File: src/rtl/tsrm_consts.svh
`ifndef TSRM_CONSTS_SVH
`define TSRM_CONSTS_SVH
// ----------------------------------------------------------------
// pointer codes
// ----------------------------------------------------------------
`define TSRM_PTR_LT_HI 8'h00
`define TSRM_PTR_RT_HI 8'h01
`define TSRM_PTR_FLAGS 8'h02
`define TSRM_PTR_SETUP_RD 8'h03
`define TSRM_PTR_RATE_RD 8'h04
`define TSRM_PTR_LUL_HI_RD 8'h05
`define TSRM_PTR_LLL_HI_RD 8'h06
`define TSRM_PTR_RUL_HI_RD 8'h07
`define TSRM_PTR_RLL_HI_RD 8'h08
`define TSRM_PTR_SETUP_WR 8'h09
`define TSRM_PTR_RATE_WR 8'h0a
`define TSRM_PTR_LUL_HI_WR 8'h0b
`define TSRM_PTR_LLL_HI_WR 8'h0c
`define TSRM_PTR_RUL_HI_WR 8'h0d
`define TSRM_PTR_RLL_HI_WR 8'h0e
`define TSRM_PTR_ONESHOT 8'h0f
`define TSRM_PTR_RT_LO 8'h10
`define TSRM_PTR_RUL_LO 8'h13
`define TSRM_PTR_RLL_LO 8'h14
`define TSRM_PTR_LT_LO 8'h15
`define TSRM_PTR_LUL_LO 8'h16
`define TSRM_PTR_LLL_LO 8'h17
`define TSRM_PTR_RCRIT 8'h19
`define TSRM_PTR_PREC 8'h1a
`define TSRM_PTR_LCRIT 8'h20
`define TSRM_PTR_HYST 8'h21
`define TSRM_PTR_REPEAT 8'h22
`define TSRM_PTR_MAKER 8'hfe
`define TSRM_PTR_PART 8'hff
// ----------------------------------------------------------------
// reset values and fields
// ----------------------------------------------------------------
`define TSRM_RST_PTR 8'h00
`define TSRM_RST_ZERO 8'h00
`define TSRM_RST_UPPER_HI 8'h55
`define TSRM_RST_CRIT 8'h55
`define TSRM_RST_HYST 8'h0a
`define TSRM_RST_RATE 8'h08
`define TSRM_RST_PREC 8'h1c
`define TSRM_RST_REPEAT 8'h81
`define TSRM_SETUP_MASK 8'he4
`define TSRM_RATE_MASK 8'h0f
`define TSRM_LOW_MASK 8'hf0
`define TSRM_PREC_MASK 8'h03
`define TSRM_REPEAT_MASK 8'h8e
`define TSRM_REPEAT_FIXED 8'h01
`define TSRM_SETUP_SD_BIT 6
`endif

File: src/rtl/tsrm_pkg.sv
package tsrm_pkg;
    typedef enum logic [1:0] {
        TSRM_LIM_LU,
        TSRM_LIM_LL,
        TSRM_LIM_RU,
        TSRM_LIM_RL
    } tsrm_lim_t;
    typedef enum logic [1:0] {
        TSRM_ST_IDLE,
        TSRM_ST_PTR,
        TSRM_ST_WDATA,
        TSRM_ST_RDATA
    } tsrm_state_t;
endpackage

File: src/rtl/tsrm_regs.sv
`timescale 1ns/1ps
`include "tsrm_consts.svh"
module tsrm_regs #(
    parameter logic [7:0] MAKER_CODE = 8'ha5, // arbitrary value
    parameter logic [7:0] PART_CODE = 8'h3c // arbitrary value
) (
    input wire logic clock_in,
    input wire logic srst_in,
    input wire logic clk_en_in,
    // byte-level slave port, decoded by the serial front end
    input wire logic start_in,
    input wire logic rnw_in,
    input wire logic wbyte_valid_in,
    input wire logic [7:0] wbyte_in,
    input wire logic rbyte_req_in,
    input wire logic stop_in,
    // conversion engine side
    input wire logic local_done_in,
    input wire logic [11:0] local_result_in,
    input wire logic remote_done_in,
    input wire logic [11:0] remote_result_in,
    input wire logic [7:0] flag_summary_in,
    output logic flag_read_out,
    output logic oneshot_out,
    output logic [7:0] rbyte_out,
    output logic rbyte_valid_out,
    output logic [7:0] pointer_out,
    output logic [7:0] setup_out,
    output logic [7:0] rate_out,
    output logic [7:0] precision_out,
    output logic [7:0] repeat_out,
    output logic [11:0] local_upper_out,
    output logic [11:0] local_lower_out,
    output logic [11:0] remote_upper_out,
    output logic [11:0] remote_lower_out,
    output logic [7:0] local_crit_out,
    output logic [7:0] remote_crit_out,
    output logic [7:0] hyst_out
);
    // ------------------------------------------------------------
    // state
    // ------------------------------------------------------------
    tsrm_pkg::tsrm_state_t st_r, st_nxt;
    logic [7:0] ptr_r, ptr_nxt;
    logic [7:0] lim_hi_r [4];
    logic [7:0] lim_hi_nxt [4];
    logic [3:0] lim_lo_r [4];
    logic [3:0] lim_lo_nxt [4];
    logic [7:0] lt_hi_r, lt_hi_nxt, rt_hi_r, rt_hi_nxt;
    logic [3:0] lt_lo_r, lt_lo_nxt, rt_lo_r, rt_lo_nxt;
    logic [3:0] snap_r, snap_nxt;
    logic snap_ok_r, snap_ok_nxt;
    logic [7:0] setup_r, setup_nxt, rate_r, rate_nxt;
    logic [7:0] prec_r, prec_nxt, rep_r, rep_nxt;
    logic [7:0] lcrit_r, lcrit_nxt, rcrit_r, rcrit_nxt, hyst_r, hyst_nxt;
    logic [7:0] rbyte_r, rbyte_nxt;
    logic rvalid_r, rvalid_nxt;
    logic oneshot_r, oneshot_nxt;
    logic fread_r, fread_nxt;
    logic [1:0] wcnt_r, wcnt_nxt;
    logic [1:0] rcnt_r, rcnt_nxt;
    logic [7:0] wa;
    logic [7:0] ra;
    logic [7:0] rd;
    logic [3:0] rd_snap;
    logic rd_snap_ld;

    // ------------------------------------------------------------
    // read mux
    // ------------------------------------------------------------
    // byte index within a transaction: a second byte of a two-byte
    // access moves from a high-byte code to its low-byte partner
    function automatic logic [7:0] pair_lo(input logic [7:0] a);
        case (a)
            `TSRM_PTR_LT_HI: pair_lo = `TSRM_PTR_LT_LO;
            `TSRM_PTR_RT_HI: pair_lo = `TSRM_PTR_RT_LO;
            `TSRM_PTR_LUL_HI_RD, `TSRM_PTR_LUL_HI_WR: pair_lo = `TSRM_PTR_LUL_LO;
            `TSRM_PTR_LLL_HI_RD, `TSRM_PTR_LLL_HI_WR: pair_lo = `TSRM_PTR_LLL_LO;
            `TSRM_PTR_RUL_HI_RD, `TSRM_PTR_RUL_HI_WR: pair_lo = `TSRM_PTR_RUL_LO;
            `TSRM_PTR_RLL_HI_RD, `TSRM_PTR_RLL_HI_WR: pair_lo = `TSRM_PTR_RLL_LO;
            default: pair_lo = a;
        endcase
    endfunction

    always_comb begin
        ra = (rcnt_r == 2'd0) ? ptr_r : pair_lo(ptr_r);
        rd = 8'h00;
        rd_snap = snap_r;
        rd_snap_ld = 1'b0;
        case (ra)
            `TSRM_PTR_LT_HI: begin
                rd = lt_hi_r;
                rd_snap = lt_lo_r;
                rd_snap_ld = 1'b1;
            end
            `TSRM_PTR_RT_HI: begin
                rd = rt_hi_r;
                rd_snap = rt_lo_r;
                rd_snap_ld = 1'b1;
            end
            `TSRM_PTR_LT_LO: rd = {(snap_ok_r ? snap_r : lt_lo_r), 4'h0};
            `TSRM_PTR_RT_LO: rd = {(snap_ok_r ? snap_r : rt_lo_r), 4'h0};
            `TSRM_PTR_FLAGS: rd = flag_summary_in;
            `TSRM_PTR_SETUP_RD: rd = setup_r;
            `TSRM_PTR_RATE_RD: rd = rate_r;
            `TSRM_PTR_LUL_HI_RD: rd = lim_hi_r[tsrm_pkg::TSRM_LIM_LU];
            `TSRM_PTR_LLL_HI_RD: rd = lim_hi_r[tsrm_pkg::TSRM_LIM_LL];
            `TSRM_PTR_RUL_HI_RD: rd = lim_hi_r[tsrm_pkg::TSRM_LIM_RU];
            `TSRM_PTR_RLL_HI_RD: rd = lim_hi_r[tsrm_pkg::TSRM_LIM_RL];
            `TSRM_PTR_LUL_LO: rd = {lim_lo_r[tsrm_pkg::TSRM_LIM_LU], 4'h0};
            `TSRM_PTR_LLL_LO: rd = {lim_lo_r[tsrm_pkg::TSRM_LIM_LL], 4'h0};
            `TSRM_PTR_RUL_LO: rd = {lim_lo_r[tsrm_pkg::TSRM_LIM_RU], 4'h0};
            `TSRM_PTR_RLL_LO: rd = {lim_lo_r[tsrm_pkg::TSRM_LIM_RL], 4'h0};
            `TSRM_PTR_RCRIT: rd = rcrit_r;
            `TSRM_PTR_LCRIT: rd = lcrit_r;
            `TSRM_PTR_HYST: rd = hyst_r;
            `TSRM_PTR_PREC: rd = prec_r;
            `TSRM_PTR_REPEAT: rd = rep_r;
            `TSRM_PTR_MAKER: rd = MAKER_CODE;
            `TSRM_PTR_PART: rd = PART_CODE;
            default: rd = 8'h00;
        endcase
    end

    // ------------------------------------------------------------
    // transaction sequencing and register writes
    // ------------------------------------------------------------
    always_comb begin
        st_nxt = st_r;
        ptr_nxt = ptr_r;
        wcnt_nxt = wcnt_r;
        rcnt_nxt = rcnt_r;
        lim_hi_nxt = lim_hi_r;
        lim_lo_nxt = lim_lo_r;
        setup_nxt = setup_r;
        rate_nxt = rate_r;
        prec_nxt = prec_r;
        rep_nxt = rep_r;
        lcrit_nxt = lcrit_r;
        rcrit_nxt = rcrit_r;
        hyst_nxt = hyst_r;
        snap_nxt = snap_r;
        snap_ok_nxt = snap_ok_r;
        rbyte_nxt = rbyte_r;
        rvalid_nxt = 1'b0;
        oneshot_nxt = 1'b0;
        fread_nxt = 1'b0;
        wa = (wcnt_r == 2'd0) ? ptr_r : pair_lo(ptr_r);
        if (start_in) begin
            st_nxt = rnw_in ? tsrm_pkg::TSRM_ST_RDATA : tsrm_pkg::TSRM_ST_PTR;
            wcnt_nxt = 2'd0;
            rcnt_nxt = 2'd0;
        end else if (stop_in) begin
            st_nxt = tsrm_pkg::TSRM_ST_IDLE;
        end else begin
            case (st_r)
                tsrm_pkg::TSRM_ST_PTR: begin
                    if (wbyte_valid_in) begin
                        ptr_nxt = wbyte_in;
                        st_nxt = tsrm_pkg::TSRM_ST_WDATA;
                    end
                end
                tsrm_pkg::TSRM_ST_WDATA: begin
                    if (wbyte_valid_in && wcnt_r != 2'd2) begin
                        wcnt_nxt = wcnt_r + 2'd1;
                        // unmapped and read-only codes fall to default
                        case (wa)
                            `TSRM_PTR_LUL_HI_WR: lim_hi_nxt[tsrm_pkg::TSRM_LIM_LU] = wbyte_in;
                            `TSRM_PTR_LLL_HI_WR: lim_hi_nxt[tsrm_pkg::TSRM_LIM_LL] = wbyte_in;
                            `TSRM_PTR_RUL_HI_WR: lim_hi_nxt[tsrm_pkg::TSRM_LIM_RU] = wbyte_in;
                            `TSRM_PTR_RLL_HI_WR: lim_hi_nxt[tsrm_pkg::TSRM_LIM_RL] = wbyte_in;
                            `TSRM_PTR_LUL_LO: lim_lo_nxt[tsrm_pkg::TSRM_LIM_LU] = wbyte_in[7:4];
                            `TSRM_PTR_LLL_LO: lim_lo_nxt[tsrm_pkg::TSRM_LIM_LL] = wbyte_in[7:4];
                            `TSRM_PTR_RUL_LO: lim_lo_nxt[tsrm_pkg::TSRM_LIM_RU] = wbyte_in[7:4];
                            `TSRM_PTR_RLL_LO: lim_lo_nxt[tsrm_pkg::TSRM_LIM_RL] = wbyte_in[7:4];
                            // limits stay as stored across a range change
                            `TSRM_PTR_SETUP_WR: setup_nxt = wbyte_in & `TSRM_SETUP_MASK;
                            `TSRM_PTR_RATE_WR: rate_nxt = wbyte_in & `TSRM_RATE_MASK;
                            `TSRM_PTR_PREC: prec_nxt = (wbyte_in & `TSRM_PREC_MASK) |
                                (`TSRM_RST_PREC & ~`TSRM_PREC_MASK);
                            `TSRM_PTR_REPEAT: rep_nxt = (wbyte_in & `TSRM_REPEAT_MASK) |
                                `TSRM_REPEAT_FIXED;
                            `TSRM_PTR_RCRIT: rcrit_nxt = wbyte_in;
                            `TSRM_PTR_LCRIT: lcrit_nxt = wbyte_in;
                            `TSRM_PTR_HYST: hyst_nxt = wbyte_in;
                            // pulse only while shut down (setup SD bit set), data discarded
                            `TSRM_PTR_ONESHOT: oneshot_nxt = setup_r[`TSRM_SETUP_SD_BIT];
                            default: wcnt_nxt = wcnt_r + 2'd1;
                        endcase
                    end
                end
                tsrm_pkg::TSRM_ST_RDATA: begin
                    if (rbyte_req_in) begin
                        // pointer untouched by reads
                        rbyte_nxt = rd;
                        rvalid_nxt = 1'b1;
                        if (rcnt_r != 2'd2) begin
                            rcnt_nxt = rcnt_r + 2'd1;
                        end
                        fread_nxt = (ra == `TSRM_PTR_FLAGS);
                        if (rd_snap_ld) begin
                            snap_nxt = rd_snap;
                            snap_ok_nxt = 1'b1;
                        end else if (rcnt_r != 2'd1 || ra == ptr_r) begin
                            // any other read ends coherence, except the second byte of a two-byte pair read
                            snap_ok_nxt = 1'b0;
                        end
                    end
                end
                default: st_nxt = st_r;
            endcase
        end
    end

    // ------------------------------------------------------------
    // result capture
    // ------------------------------------------------------------
    always_comb begin
        lt_hi_nxt = lt_hi_r;
        lt_lo_nxt = lt_lo_r;
        rt_hi_nxt = rt_hi_r;
        rt_lo_nxt = rt_lo_r;
        if (local_done_in) begin
            lt_hi_nxt = local_result_in[11:4];
            lt_lo_nxt = local_result_in[3:0];
        end
        if (remote_done_in) begin
            rt_hi_nxt = remote_result_in[11:4];
            rt_lo_nxt = remote_result_in[3:0];
        end
    end

    always_ff @(posedge clock_in) begin
        if (srst_in) begin
            st_r <= tsrm_pkg::TSRM_ST_IDLE;
            ptr_r <= `TSRM_RST_PTR;
            wcnt_r <= 2'd0;
            rcnt_r <= 2'd0;
            lim_hi_r[tsrm_pkg::TSRM_LIM_LU] <= `TSRM_RST_UPPER_HI;
            lim_hi_r[tsrm_pkg::TSRM_LIM_RU] <= `TSRM_RST_UPPER_HI;
            lim_hi_r[tsrm_pkg::TSRM_LIM_LL] <= `TSRM_RST_ZERO;
            lim_hi_r[tsrm_pkg::TSRM_LIM_RL] <= `TSRM_RST_ZERO;
            for (int i = 0; i < 4; i++) begin
                lim_lo_r[i] <= 4'h0;
            end
            lt_hi_r <= `TSRM_RST_ZERO;
            rt_hi_r <= `TSRM_RST_ZERO;
            lt_lo_r <= 4'h0;
            rt_lo_r <= 4'h0;
            snap_r <= 4'h0;
            snap_ok_r <= 1'b0;
            setup_r <= `TSRM_RST_ZERO;
            rate_r <= `TSRM_RST_RATE;
            prec_r <= `TSRM_RST_PREC;
            rep_r <= `TSRM_RST_REPEAT;
            lcrit_r <= `TSRM_RST_CRIT;
            rcrit_r <= `TSRM_RST_CRIT;
            hyst_r <= `TSRM_RST_HYST;
            rbyte_r <= 8'h00;
            rvalid_r <= 1'b0;
            oneshot_r <= 1'b0;
            fread_r <= 1'b0;
        end else if (clk_en_in) begin
            st_r <= st_nxt;
            ptr_r <= ptr_nxt;
            wcnt_r <= wcnt_nxt;
            rcnt_r <= rcnt_nxt;
            lim_hi_r <= lim_hi_nxt;
            lim_lo_r <= lim_lo_nxt;
            lt_hi_r <= lt_hi_nxt;
            rt_hi_r <= rt_hi_nxt;
            lt_lo_r <= lt_lo_nxt;
            rt_lo_r <= rt_lo_nxt;
            snap_r <= snap_nxt;
            snap_ok_r <= snap_ok_nxt;
            setup_r <= setup_nxt;
            rate_r <= rate_nxt;
            prec_r <= prec_nxt;
            rep_r <= rep_nxt;
            lcrit_r <= lcrit_nxt;
            rcrit_r <= rcrit_nxt;
            hyst_r <= hyst_nxt;
            rbyte_r <= rbyte_nxt;
            rvalid_r <= rvalid_nxt;
            oneshot_r <= oneshot_nxt;
            fread_r <= fread_nxt;
        end
    end

    assign rbyte_out = rbyte_r;
    assign rbyte_valid_out = rvalid_r;
    assign oneshot_out = oneshot_r;
    assign flag_read_out = fread_r;
    assign pointer_out = ptr_r;
    assign setup_out = setup_r;
    assign rate_out = rate_r;
    assign precision_out = prec_r;
    assign repeat_out = rep_r;
    assign local_upper_out = {lim_hi_r[tsrm_pkg::TSRM_LIM_LU], lim_lo_r[tsrm_pkg::TSRM_LIM_LU]};
    assign local_lower_out = {lim_hi_r[tsrm_pkg::TSRM_LIM_LL], lim_lo_r[tsrm_pkg::TSRM_LIM_LL]};
    assign remote_upper_out = {lim_hi_r[tsrm_pkg::TSRM_LIM_RU], lim_lo_r[tsrm_pkg::TSRM_LIM_RU]};
    assign remote_lower_out = {lim_hi_r[tsrm_pkg::TSRM_LIM_RL], lim_lo_r[tsrm_pkg::TSRM_LIM_RL]};
    assign local_crit_out = lcrit_r;
    assign remote_crit_out = rcrit_r;
    assign hyst_out = hyst_r;
endmodule // tsrm_regs

File: config.mk
export PLATFORM = sky130hd
export DESIGN_NAME = tsrm_regs
export DESIGN_NICKNAME = d
export VERILOG_FILES = /design/src/rtl/tsrm_pkg.sv /design/src/rtl/tsrm_regs.sv
export VERILOG_INCLUDE_DIRS = /design/src /design/src/rtl
export SDC_FILE = /design/constraint.sdc
export NUM_CORES = 1
export LEC_CHECK = 0
export BUFFER_PORTS_ARGS = -buffer_cell sky130_fd_sc_hd__buf_2
export CORE_ASPECT_RATIO = 0.8
export CORE_UTILIZATION = 54
export DETAILED_ROUTE_END_ITERATION = 7
export PLACE_DENSITY = 0.86
export SYNTH_ARGS = -nofsm -noshare
export SYNTH_HDL_FRONTEND = slang
export SYNTH_SLANG_ARGS = --single-unit
File: constraint.sdc
create_clock -name clock_in -period 2.75 [get_ports clock_in]
set_input_delay 0.55 -clock clock_in [delete_from_list [all_inputs] [get_ports clock_in]]
set_output_delay 0.55 -clock clock_in [all_outputs]
set_load 0.03 [all_outputs]
==> run metrics, run 1 <==
standard-cell rows 37; area growth from synthesis to final layout 25.0%; initial cell density of the core 0.558; number of flops mapped to enable cells by yosys 0; Buffers on Ports about 150; Net Sw Frac 0.263; First DRT Iteration DRCs around 1.1k; depth of the worst register-to-register path 8; run status complete, no violations; CTS hold repair buffers 0; classification of the worst-slack hold path in2reg; class of the most critical setup path reg2reg; number of pins with negative max-slew slack in the final report 0; critical path data required time 3050 ps; cell leakage power 3.84 nW; H-tree Lvls 4; clock period minus worst slack 2620 ps; share of total power in the clock network 0.499; Yosys top cell by area sky130_fd_sc_hd__dfxtp_1; number of cells on the worst hold path 3; highest clock frequency the design can meet 382 MHz; setup repair bufs after CTS 0; pwr dens around 520 nW/um2; combinational group share of total power 0.059; per-instance average area after synthesis 8.56 um2; dominant cells by area after synthesis sky130_fd_sc_hd__dfxtp_1, sky130_fd_sc_hd__mux2i_1, sky130_fd_sc_hd__nor2_1, sky130_fd_sc_hd__nand2_1, sky130_fd_sc_hd__a21oi_1; launch point of the critical path pointer_out[1]; GPL Wtd Cong around 1.0; dominant cell by count in the synthesized netlist sky130_fd_sc_hd__dfxtp_1; count of distinct cell types in the synthesized netlist 79; number of vias per cell 6.45; total internal power 3.43 mW; Final Power between 4 and 5 mW; leading register cell type out of synthesis sky130_fd_sc_hd__dfxtp_1; first-pass GRT wire length 41600 um; count of boundary I/O pins between 150 and 200; Worst slew margin 0.466; number of nets still failing antenna checks after routing 0; maximum number of buffers from clock root to sink 2; number of synthesized register bits 140; WL per Instance 23.0 um; die width 131 um; setup repair after global routing missed its margin no; vias in the first global route around 7.2k; antenna violations before repair 0; startpoint of the worst register-to-register path pointer_out[1]; TritonCTS clock tree yes; core area roughly 13000 um2; top cell types by occurrence after synthesis sky130_fd_sc_hd__dfxtp_1, sky130_fd_sc_hd__nor2_1, sky130_fd_sc_hd__nand2_1; clock transition at the registers of the reported paths 70 ps; TritonCTS buffer count 17; arrival time worst endpoint 2910 ps; share of final-layout standard cells stronger than drive strength 1 0.276; capture instance of the worst register-to-register path rbyte_out[4]; quantity of gates resized following cts 0; number of sinks handled by clock tree synthesis between 100 and 150; Final Net Count 1072; clock insertion delay at the later pin of the skew report 430 ps; Residual DRC 0; overall die height 105 um; Worst IR Drop VDD 0.000509 V; maximum number of pins on one net before global-route repair 77; Detailed Routing Iterations Pass 1 7; count of final setup violators 0; switching power 1.22 mW; Worst Skew 14.3 ps; proportion of power drawn by flip-flops and latches 0.442; critical path endpoint rbyte_out[4]; sum of net half-perimeters after detailed placement approximately 20000 um; Worst Tran Pin Value 801 ps; final hold vios 0; summed instance area of the synthesized netlist slightly above 7000 um2; cells after synthesis 842; final sum of negative setup slack 0 ps; Post-synth ARST share 0; Yosys warning total 0; Final Cycle Share 0.952; vias 7767; Startpoint Class register; sequential share of the synthesized area 0.389; area of the die ~14000 um2; maximum fanout along the worst path 29; area share of the largest cell type after synthesis 0.389; Setup crit end kind register; antenna cell count 0; worst reg-to-reg setup slack 130 ps; total global routing track utilization 0.398; count of maximum capacitance violations 0; final global-route overflow total 0; Clock Root Buffer sky130_fd_sc_hd__clkbuf_16; wirelength, routed 27700 um
-- area by class of cell --
class                           count  area, um2
Clock inverter                     14        154
Multi-Input combinational cell    622       4050
Clock buffer                       18        439
Inverter                           14       52.6
Timing Repair Buffer              222       1300
Fill cell                        1028       3910
Sequential cell                   140       2800
Tap cell                          175        219
-- per-stage QoR --
stage | hold slack (ps) | utilization | cell area [um2] | worst slack, ps | instances
after global routing | 364 | 0.698 | 9010 | 14.5 | 1205
after floorplan | 432 | - | 7270 | 20.1 | 858
after global placement | 442 | 0.650 | 8400 | 182 | 1173
final | 353 | 0.698 | 9010 | 133 | 1205
after detailed placement | 445 | 0.650 | 8400 | 117 | 1173
after CTS | 353 | 0.696 | 8990 | 52.5 | 1205
-- flip-flops by register name (all words and copies together), names as in the netlist, 8 cells and up --
register / flops
remote_crit_out: 8
local_lower_out: 12
rbyte_out: 8
remote_upper_out: 12
local_crit_out: 8
remote_lower_out: 12
rt_hi_r: 8
local_upper_out: 12
pointer_out: 8
lt_hi_r: 8
hyst_out: 8
-- cell usage in the layout, fill, tap and decap left out, types with 6 or more instances in the layout --
cell / netlist / layout
sky130_fd_sc_hd__mux2i_1: 84 / 84
sky130_fd_sc_hd__o21ai_0: 20 / 20
sky130_fd_sc_hd__nand2_1: 101 / 101
sky130_fd_sc_hd__a22o_1: 11 / 11
sky130_fd_sc_hd__clkbuf_16: 0 / 17
sky130_fd_sc_hd__nor2_1: 104 / 104
sky130_fd_sc_hd__dfxtp_1: 140 / 139
sky130_fd_sc_hd__a21oi_1: 45 / 45
sky130_fd_sc_hd__nor3_1: 15 / 14
sky130_fd_sc_hd__nand2b_1: 9 / 9
sky130_fd_sc_hd__a221oi_1: 11 / 11
sky130_fd_sc_hd__inv_1: 13 / 13
sky130_fd_sc_hd__conb_1: 2 / 18
sky130_fd_sc_hd__a22oi_1: 12 / 12
sky130_fd_sc_hd__and2_1: 7 / 7
sky130_fd_sc_hd__and3_1: 9 / 9
sky130_fd_sc_hd__a211oi_1: 9 / 9
sky130_fd_sc_hd__and4_1: 10 / 10
sky130_fd_sc_hd__a32oi_1: 7 / 7
sky130_fd_sc_hd__nor2b_1: 6 / 6
sky130_fd_sc_hd__nand4_1: 6 / 6
sky130_fd_sc_hd__nand3_1: 20 / 20
sky130_fd_sc_hd__buf_2: 8 / 153
sky130_fd_sc_hd__buf_4: 19 / 68
-- critical path, cell delays in order, from the launching register on --
cell and delay (ps):
sky130_fd_sc_hd__dfxtp_1 320, sky130_fd_sc_hd__buf_4 150, sky130_fd_sc_hd__buf_12 170, sky130_fd_sc_hd__xnor2_1 370
sky130_fd_sc_hd__o32ai_1 150, sky130_fd_sc_hd__and2_1 280, sky130_fd_sc_hd__a222oi_1 700, sky130_fd_sc_hd__and3_1 260
sky130_fd_sc_hd__a32oi_1 90
-- how the worst min path moves through the flow --
| stage | startpoint | to | slack, ps |
|---|---|---|---|
| after floorplan | rt_hi_r[7] | rt_hi_r[7] | 430 |
| after global placement | rt_hi_r[7] | rt_hi_r[7] | 440 |
| after detailed placement | rt_hi_r[7] | rt_hi_r[7] | 440 |
| after CTS | remote_result_in[3] | rt_lo_r[3] | 350 |
| after global routing | local_result_in[1] | lt_lo_r[1] | 360 |
| final | remote_result_in[3] | rt_lo_r[3] | 350 |
-- power by group through the flow --
stage,Sequential (mW),Combinational (mW),Clock (mW)
after global placement,2.10,0.261,0
after detailed placement,2.10,0.263,0
after global routing,2.06,0.288,2.41
final,2.06,0.274,2.32
after floorplan,2.10,0.180,0
after CTS,2.06,0.265,2.32
-- cell families after synthesis --
| family | after synthesis | share of synthesized area |
|---|---|---|
| adders and majority gates | 5 | 0.00868 |
| xor gates and xnor gates | 2 | 0.00243 |
| DFF | 140 | 0.389 |
| and+or+nand+nor | 325 | 0.218 |
| buffers and inverters | 96 | 0.0625 |
| other | 2 | 0.00104 |
| AOI/OAI and AO/OA | 183 | 0.194 |
| muxes | 89 | 0.124 |
-- metal layers --
| metal | global-route usage | wire [um] |
|---|---|---|
| met5 | 0 | 0 |
| met4 | 0.197 | 1210 |
| met3 | 0.0976 | 3610 |
| met2 | 0.586 | 11700 |
| met1 | 0.543 | 11200 |
(Power assumes the default switching activity.)
==> run 2: changes to the inputs <==
--- a/config.mk
+++ b/config.mk
@@ -6,11 +6,13 @@
 export SDC_FILE = /design/constraint.sdc
 export NUM_CORES = 1
 export LEC_CHECK = 0
+export ABC_AREA = 0
 export BUFFER_PORTS_ARGS = -buffer_cell sky130_fd_sc_hd__buf_2
 export CORE_ASPECT_RATIO = 0.8
-export CORE_UTILIZATION = 54
+export CORE_UTILIZATION = 49
 export DETAILED_ROUTE_END_ITERATION = 7
-export PLACE_DENSITY = 0.86
+export HOLD_SLACK_MARGIN = 0.15
+export PLACE_DENSITY = 0.8
 export SYNTH_ARGS = -nofsm -noshare
 export SYNTH_HDL_FRONTEND = slang
 export SYNTH_SLANG_ARGS = --single-unit
==> run 2 against run 1 <==
Power is 1.8% higher. Sequential share of layout area is 1.3 points lower. First-iteration DRC count is 7.6% lower. Global-route usage is 3.1 points lower. Via count is 1.1% higher. Fmax is 1.9% lower. Clock skew is 3.3 ps lower. Register-to-register slack worse by 50 ps. Clock power is 3% higher. Combinational power is 2% higher. Largest cell class unchanged. Largest power group unchanged. Highest routed layer unchanged.
==> run metrics, run 2 (same netlist as run 1, synthesis figures left out) <==
worst reg-to-reg setup slack 80 ps; met3 WL 3620 um; count of maximum capacitance violations 0; overall die height 110 um; count of final setup violators 0; Worst Skew approximately 11 ps; area of the die 15200 um2; First DRT Iteration DRCs 985; Final Net Count 1112; antenna violations before repair 0; Clock Root Buffer sky130_fd_sc_hd__clkbuf_16; Detailed Routing Iterations Pass 1 8; run status complete, no violations; cell leakage power 4.05 nW; classification of the worst-slack hold path in2reg; number of vias per cell 6.25; critical path data required time 3040 ps; initial cell density of the core 0.504; capture instance of the worst register-to-register path local_lower_out[0]; final sum of negative setup slack 0 ps; number of pins with negative max-slew slack in the final report 0; core area 14300 um2; Worst Tran Pin Value between 800 and 900 ps; number of nets still failing antenna checks after routing 0; highest clock frequency the design can meet 375 MHz; launch instance of the worst min-delay path remote_result_in[8]; sum of net half-perimeters after detailed placement approximately 20000 um; Final Cycle Share 0.970; share of total power in the clock network 0.506; Startpoint Class register; Setup crit end kind register; number of inserted filler cells in the final layout 1186; H-tree Lvls 4; Worst IR Drop VDD 0.000415 V; wirelength, routed 27700 um; proportion of power drawn by flip-flops and latches 0.435; standard-cell rows 39; Net Sw Frac 0.259; GPL Wtd Cong 1.04; class of the most critical setup path reg2reg; switching power 1.23 mW; Min Hold Slack 359 ps; most common cell after layout, fill and taps aside sky130_fd_sc_hd__buf_2; vias in the first global route 7030; Top Metal Used met4; clock period minus worst slack 2670 ps; TritonCTS clock tree yes; maximum fanout along the worst path 6; final hold vios 0; startpoint of the worst register-to-register path pointer_out[7]; maximum cell stage delay along the critical path 470 ps; total internal power 3.51 mW; most numerous cell on the critical path sky130_fd_sc_hd__buf_4; final core area utilization 0.657; cells along the critical path buf_4, nor4_4, nand2_2, buf_6, a2111o_1, a2111oi_4, buf_4, mux2i_1, nor2_1; pwr dens about 500 nW/um2; count of boundary I/O pins approximately 170; WL per Instance 22.1 um; vias ~7.8k; clock transition at the registers of the reported paths 70 ps; detailed-routing wirelength on met1 11400 um; die width 138 um; arrival time worst endpoint 2960 ps; depth of the worst register-to-register path 9; area growth from synthesis to final layout 30.4%; CTS hold repair buffers 0; amount of wire on met2 after detailed routing between 10000 and 15000 um; number of cells on the worst hold path 3; Buffers on Ports 154; Residual DRC 0; number of sinks handled by clock tree synthesis 140; Worst slew margin 0.436; Crit-path slowest cell sky130_fd_sc_hd__nor4_4; end point of the worst hold path rt_hi_r[4]; total global routing track utilization 0.367; TritonCTS buffer count 17; maximum number of pins on one net before global-route repair 65; maximum number of buffers from clock root to sink 2; combinational group share of total power 0.059; clock insertion delay at the later pin of the skew report 430 ps; share of final-layout standard cells stronger than drive strength 1 0.302; first-pass GRT wire length 41500 um; most frequent cells in the layout sky130_fd_sc_hd__buf_2, sky130_fd_sc_hd__dfxtp_1, sky130_fd_sc_hd__buf_4, sky130_fd_sc_hd__nor2_1, sky130_fd_sc_hd__nand2_1; final global-route overflow total 0
[run 2: cell types whose count changed in the layout (fill, tap and decap cells not counted), sizes merged]
cell | previous run | this run
diode | 0 | 1
bufinv | 1 | 2
buf | 222 | 262
clkinv | 7 | 5
inv | 20 | 21
[run 2: through the flow]
step                      area (um2)  cells  worst slack [ps]  power, mW
after floorplan                 7270    858              20.1       2.28
after global placement          8700   1218              -120       2.37
after detailed placement        8700   1218              -254       2.38
after CTS                       9340   1252              17.5       4.73
after global routing            9390   1254             -26.2       4.85
final                           9400   1255              81.6       4.74
[run 2: worst max-delay path by stage]
stage / from / end / slack (ps) / cells after the start
6_report: pointer_out[7] / local_lower_out[0] / 80 / 9
4_1_cts: pointer_out[7] / remote_upper_out[0] / 20 / 8
3_5_place_dp: pointer_out[7] / remote_upper_out[11] / -250 / 7
2_1_floorplan: pointer_out[0] / rbyte_out[5] / 20 / 9
5_1_grt: pointer_out[7] / local_lower_out[2] / -30 / 9
3_3_place_gp: pointer_out[7] / remote_upper_out[7] / -120 / 7
[run 2: cell type report]
type                       count  area [um2]  area share
clock buffer                  18         429      0.0457
timing repair buffer         262        1630       0.173
sequential                   140        2800       0.298
inverter                      14        52.6     0.00559
antenna                        1        2.50    0.000266
multi-input combinational    622        4080       0.434
tap                          184         230      0.0245
clock inverter                14         179      0.0190
[run 2: worst max-delay path, delay by kind of cell (launching register included)]
family | cells | cell delay, ps
compound gates | 2 | 820
buf+inv | 3 | 520
flops | 1 | 320
mux | 1 | 180
simple gates | 3 | 690
[run 2: power by group through the flow]
stage	Clock, mW	Combinational (mW)	Sequential, mW
floorplan	0	0.180	2.10
global placement	0	0.268	2.11
detailed placement	0	0.270	2.11
CTS	2.40	0.272	2.06
global route	2.49	0.296	2.06
finish	2.40	0.280	2.06
[run 2: metal layers]
metal,up-vias,global-route usage
met2,568,0.513
li1,3458,-
met4,0,0.149
met5,-,0
met3,68,0.101
met1,3755,0.526
[run 2: what timing repair did]
| action | in CTS | in global routing |
|---|---|---|
| buffers inserted | 2 | 2 |
| endpoints found under the setup margin | 25 | 12 |
| pin swaps | 3 | 3 |
| hold endpoints to repair | 0 | 0 |
| resized for setup | 2 | 5 |
==> run 3: changes to the inputs <==
--- a/config.mk
+++ b/config.mk
@@ -8,10 +8,12 @@
 export LEC_CHECK = 0
 export ABC_AREA = 0
 export BUFFER_PORTS_ARGS = -buffer_cell sky130_fd_sc_hd__buf_2
+export CAP_MARGIN = 30
 export CORE_ASPECT_RATIO = 0.8
 export CORE_UTILIZATION = 49
 export DETAILED_ROUTE_END_ITERATION = 7
 export HOLD_SLACK_MARGIN = 0.15
+export MAX_ROUTING_LAYER = met4
 export PLACE_DENSITY = 0.8
 export SYNTH_ARGS = -nofsm -noshare
 export SYNTH_HDL_FRONTEND = slang
==> run 3 against run 2 <==
Non-clock buffer count decreased by 19. Register-to-register slack about the same. Sequential power about the same. Wire length decreased by 0.20%. Global-route usage increased by 1.4 points. Sequential cell count unchanged. Combinational power decreased by 2%. Utilization decreased by 1.4 points. Via count decreased by 1.7%. Count of clock-buffer cells in the layout increased by 6. Largest cell class unchanged. Highest routed layer unchanged.
==> run metrics, run 3 (same netlist as run 1, synthesis figures left out) <==
run status complete, no violations; final hold vios 0; critical path data required time 3030 ps; Min Hold Slack 359 ps; combinational group share of total power 0.061; class of the most critical setup path reg2reg; Worst Tran Pin Value 718 ps; first-pass GRT wire length 41600 um; clock transition at the registers of the reported paths 60 ps; setup repair after global routing missed its margin no; arrival time worst endpoint 2960 ps; total global routing track utilization 0.381; Worst IR Drop VDD 0.000460 V; number of inserted filler cells in the final layout 1214; TritonCTS clock tree yes; maximum fanout along the worst path 12; final global-route overflow total 0; Setup crit end kind register; overall die height ~110 um; count of maximum capacitance violations 0; TritonCTS buffer count 17; Storage cell area 2800 um2; count of boundary I/O pins ~170; Final Cell Area just over 9000 um2; maximum number of buffers from clock root to sink 2; First DRT Iteration DRCs slightly above 900; cell leakage power between 3 and 4 nW; maximum number of pins on one net before global-route repair 63; pwr dens 489 nW/um2; Detailed Routing Iterations Pass 1 6; H-tree Lvls 4; GPL Wtd Cong 1.04; number of sinks handled by clock tree synthesis 140; number of pins with negative max-slew slack in the final report 0; most frequent cells in the layout sky130_fd_sc_hd__buf_2, sky130_fd_sc_hd__dfxtp_1, sky130_fd_sc_hd__nor2_1, sky130_fd_sc_hd__nand2_1, sky130_fd_sc_hd__buf_4; Residual DRC 0; highest clock frequency the design can meet 373 MHz; Worst slew margin 0.522; area of the die 15200 um2; Final Net Count 1093; antenna cell count 0; wirelength, routed 27700 um; Net Sw Frac 0.243; clock period minus worst slack 2680 ps; Final Power 4.50 mW; most common cell after layout, fill and taps aside sky130_fd_sc_hd__buf_2; Startpoint Class register; antenna violations before repair 0; standard-cell rows 39; multi-input combinational cell area approximately 4100 um2; Final Cycle Share 0.975; die width 138 um; Clock Root Buffer sky130_fd_sc_hd__clkbuf_16; Buffers on Ports around 150; final sum of negative setup slack 0 ps; number of nets still failing antenna checks after routing 0; sum of net half-perimeters after detailed placement 20500 um; total internal power roughly 3.4 mW; area growth from synthesis to final layout 27.6%; count of final setup violators 0; WL per Instance around 22 um; clock insertion delay at the later pin of the skew report 430 ps; proportion of power drawn by flip-flops and latches 0.459; share of total power in the clock network 0.480; switching power 1.09 mW; share of final-layout standard cells stronger than drive strength 1 0.284; number of vias per cell 6.26; Post-DP Area 8590 um2; vias roughly 7.7k; classification of the worst-slack hold path in2reg; Worst Skew 15.8 ps; initial cell density of the core 0.504; core area between 10000 and 15000 um2; vias in the first global route 6956
## run 3: cell types whose count changed in the layout (fill, tap and decap cells not counted), sizes merged
| cell | change |
|---|---|
| clkbuf | +6 |
| diode | -1 |
| bufinv | -1 |
| buf | -19 |
| inv | -8 |
| clkinvlp | +1 |
## run 3: worst paths after layout
check | end | from | slack (ps) | cells past startpoint
max | rbyte_out[0] | pointer_out[0] | 70 | 8
min | rt_hi_r[7] | remote_result_in[11] | 360 | 3
max reg2reg | rbyte_out[0] | pointer_out[0] | 70 | 8
min reg2reg | lt_hi_r[3] | lt_hi_r[3] | 460 | 2
## run 3: power groups by stage
stage	combinational, mW	sequential (mW)	clock, mW
global placement	0.262	2.11	0
global route	0.291	2.07	2.25
detailed placement	0.264	2.11	0
finish	0.274	2.06	2.16
floorplan	0.180	2.10	0
CTS	0.265	2.06	2.16
## run 3: through the flow
step,worst slack (ps),cells,utilization
finish,67.8,1233,0.643
global route,3.47,1233,0.643
CTS,14.4,1232,0.640
detailed placement,-51.6,1200,0.601
global placement,7.84,1200,0.601
floorplan,20.1,858,-
## run 3: final cells by class
| type | count | share of cell area |
|---|---|---|
| multi-input combinational | 622 | 0.442 |
| timing repair buffer | 243 | 0.164 |
| sequential | 140 | 0.305 |
| clock buffer | 24 | 0.0513 |
| clock inverter | 6 | 0.00708 |
| tap | 184 | 0.0250 |
| inverter | 14 | 0.00572 |
## run 3: timing repair
item                                    CTS  global route
hold buffers                              0             0
endpoints found under the setup margin    8             8
pin swaps                                 1             1
setup buffers                             2             1
gates resized for setup                   0             5
## run 3: worst max-delay path, cell delays in order, from the launching register on
cell                       delay (ps)
sky130_fd_sc_hd__dfxtp_1          720
sky130_fd_sc_hd__buf_4            240
sky130_fd_sc_hd__nor2_1            60
sky130_fd_sc_hd__buf_4            160
sky130_fd_sc_hd__and4_1           350
sky130_fd_sc_hd__a222oi_1         400
sky130_fd_sc_hd__nand4_1          210
sky130_fd_sc_hd__a211oi_1         270
sky130_fd_sc_hd__o21ai_0          110
## run 3: per-layer routing
layer  vias up  global-route usage  wire, um
li1       3419                   -         -
met1      3673               0.532     11800
met2       550               0.522     11600
met3        74              0.0904      3350
met4         0               0.152       946
met5         -                   -         0
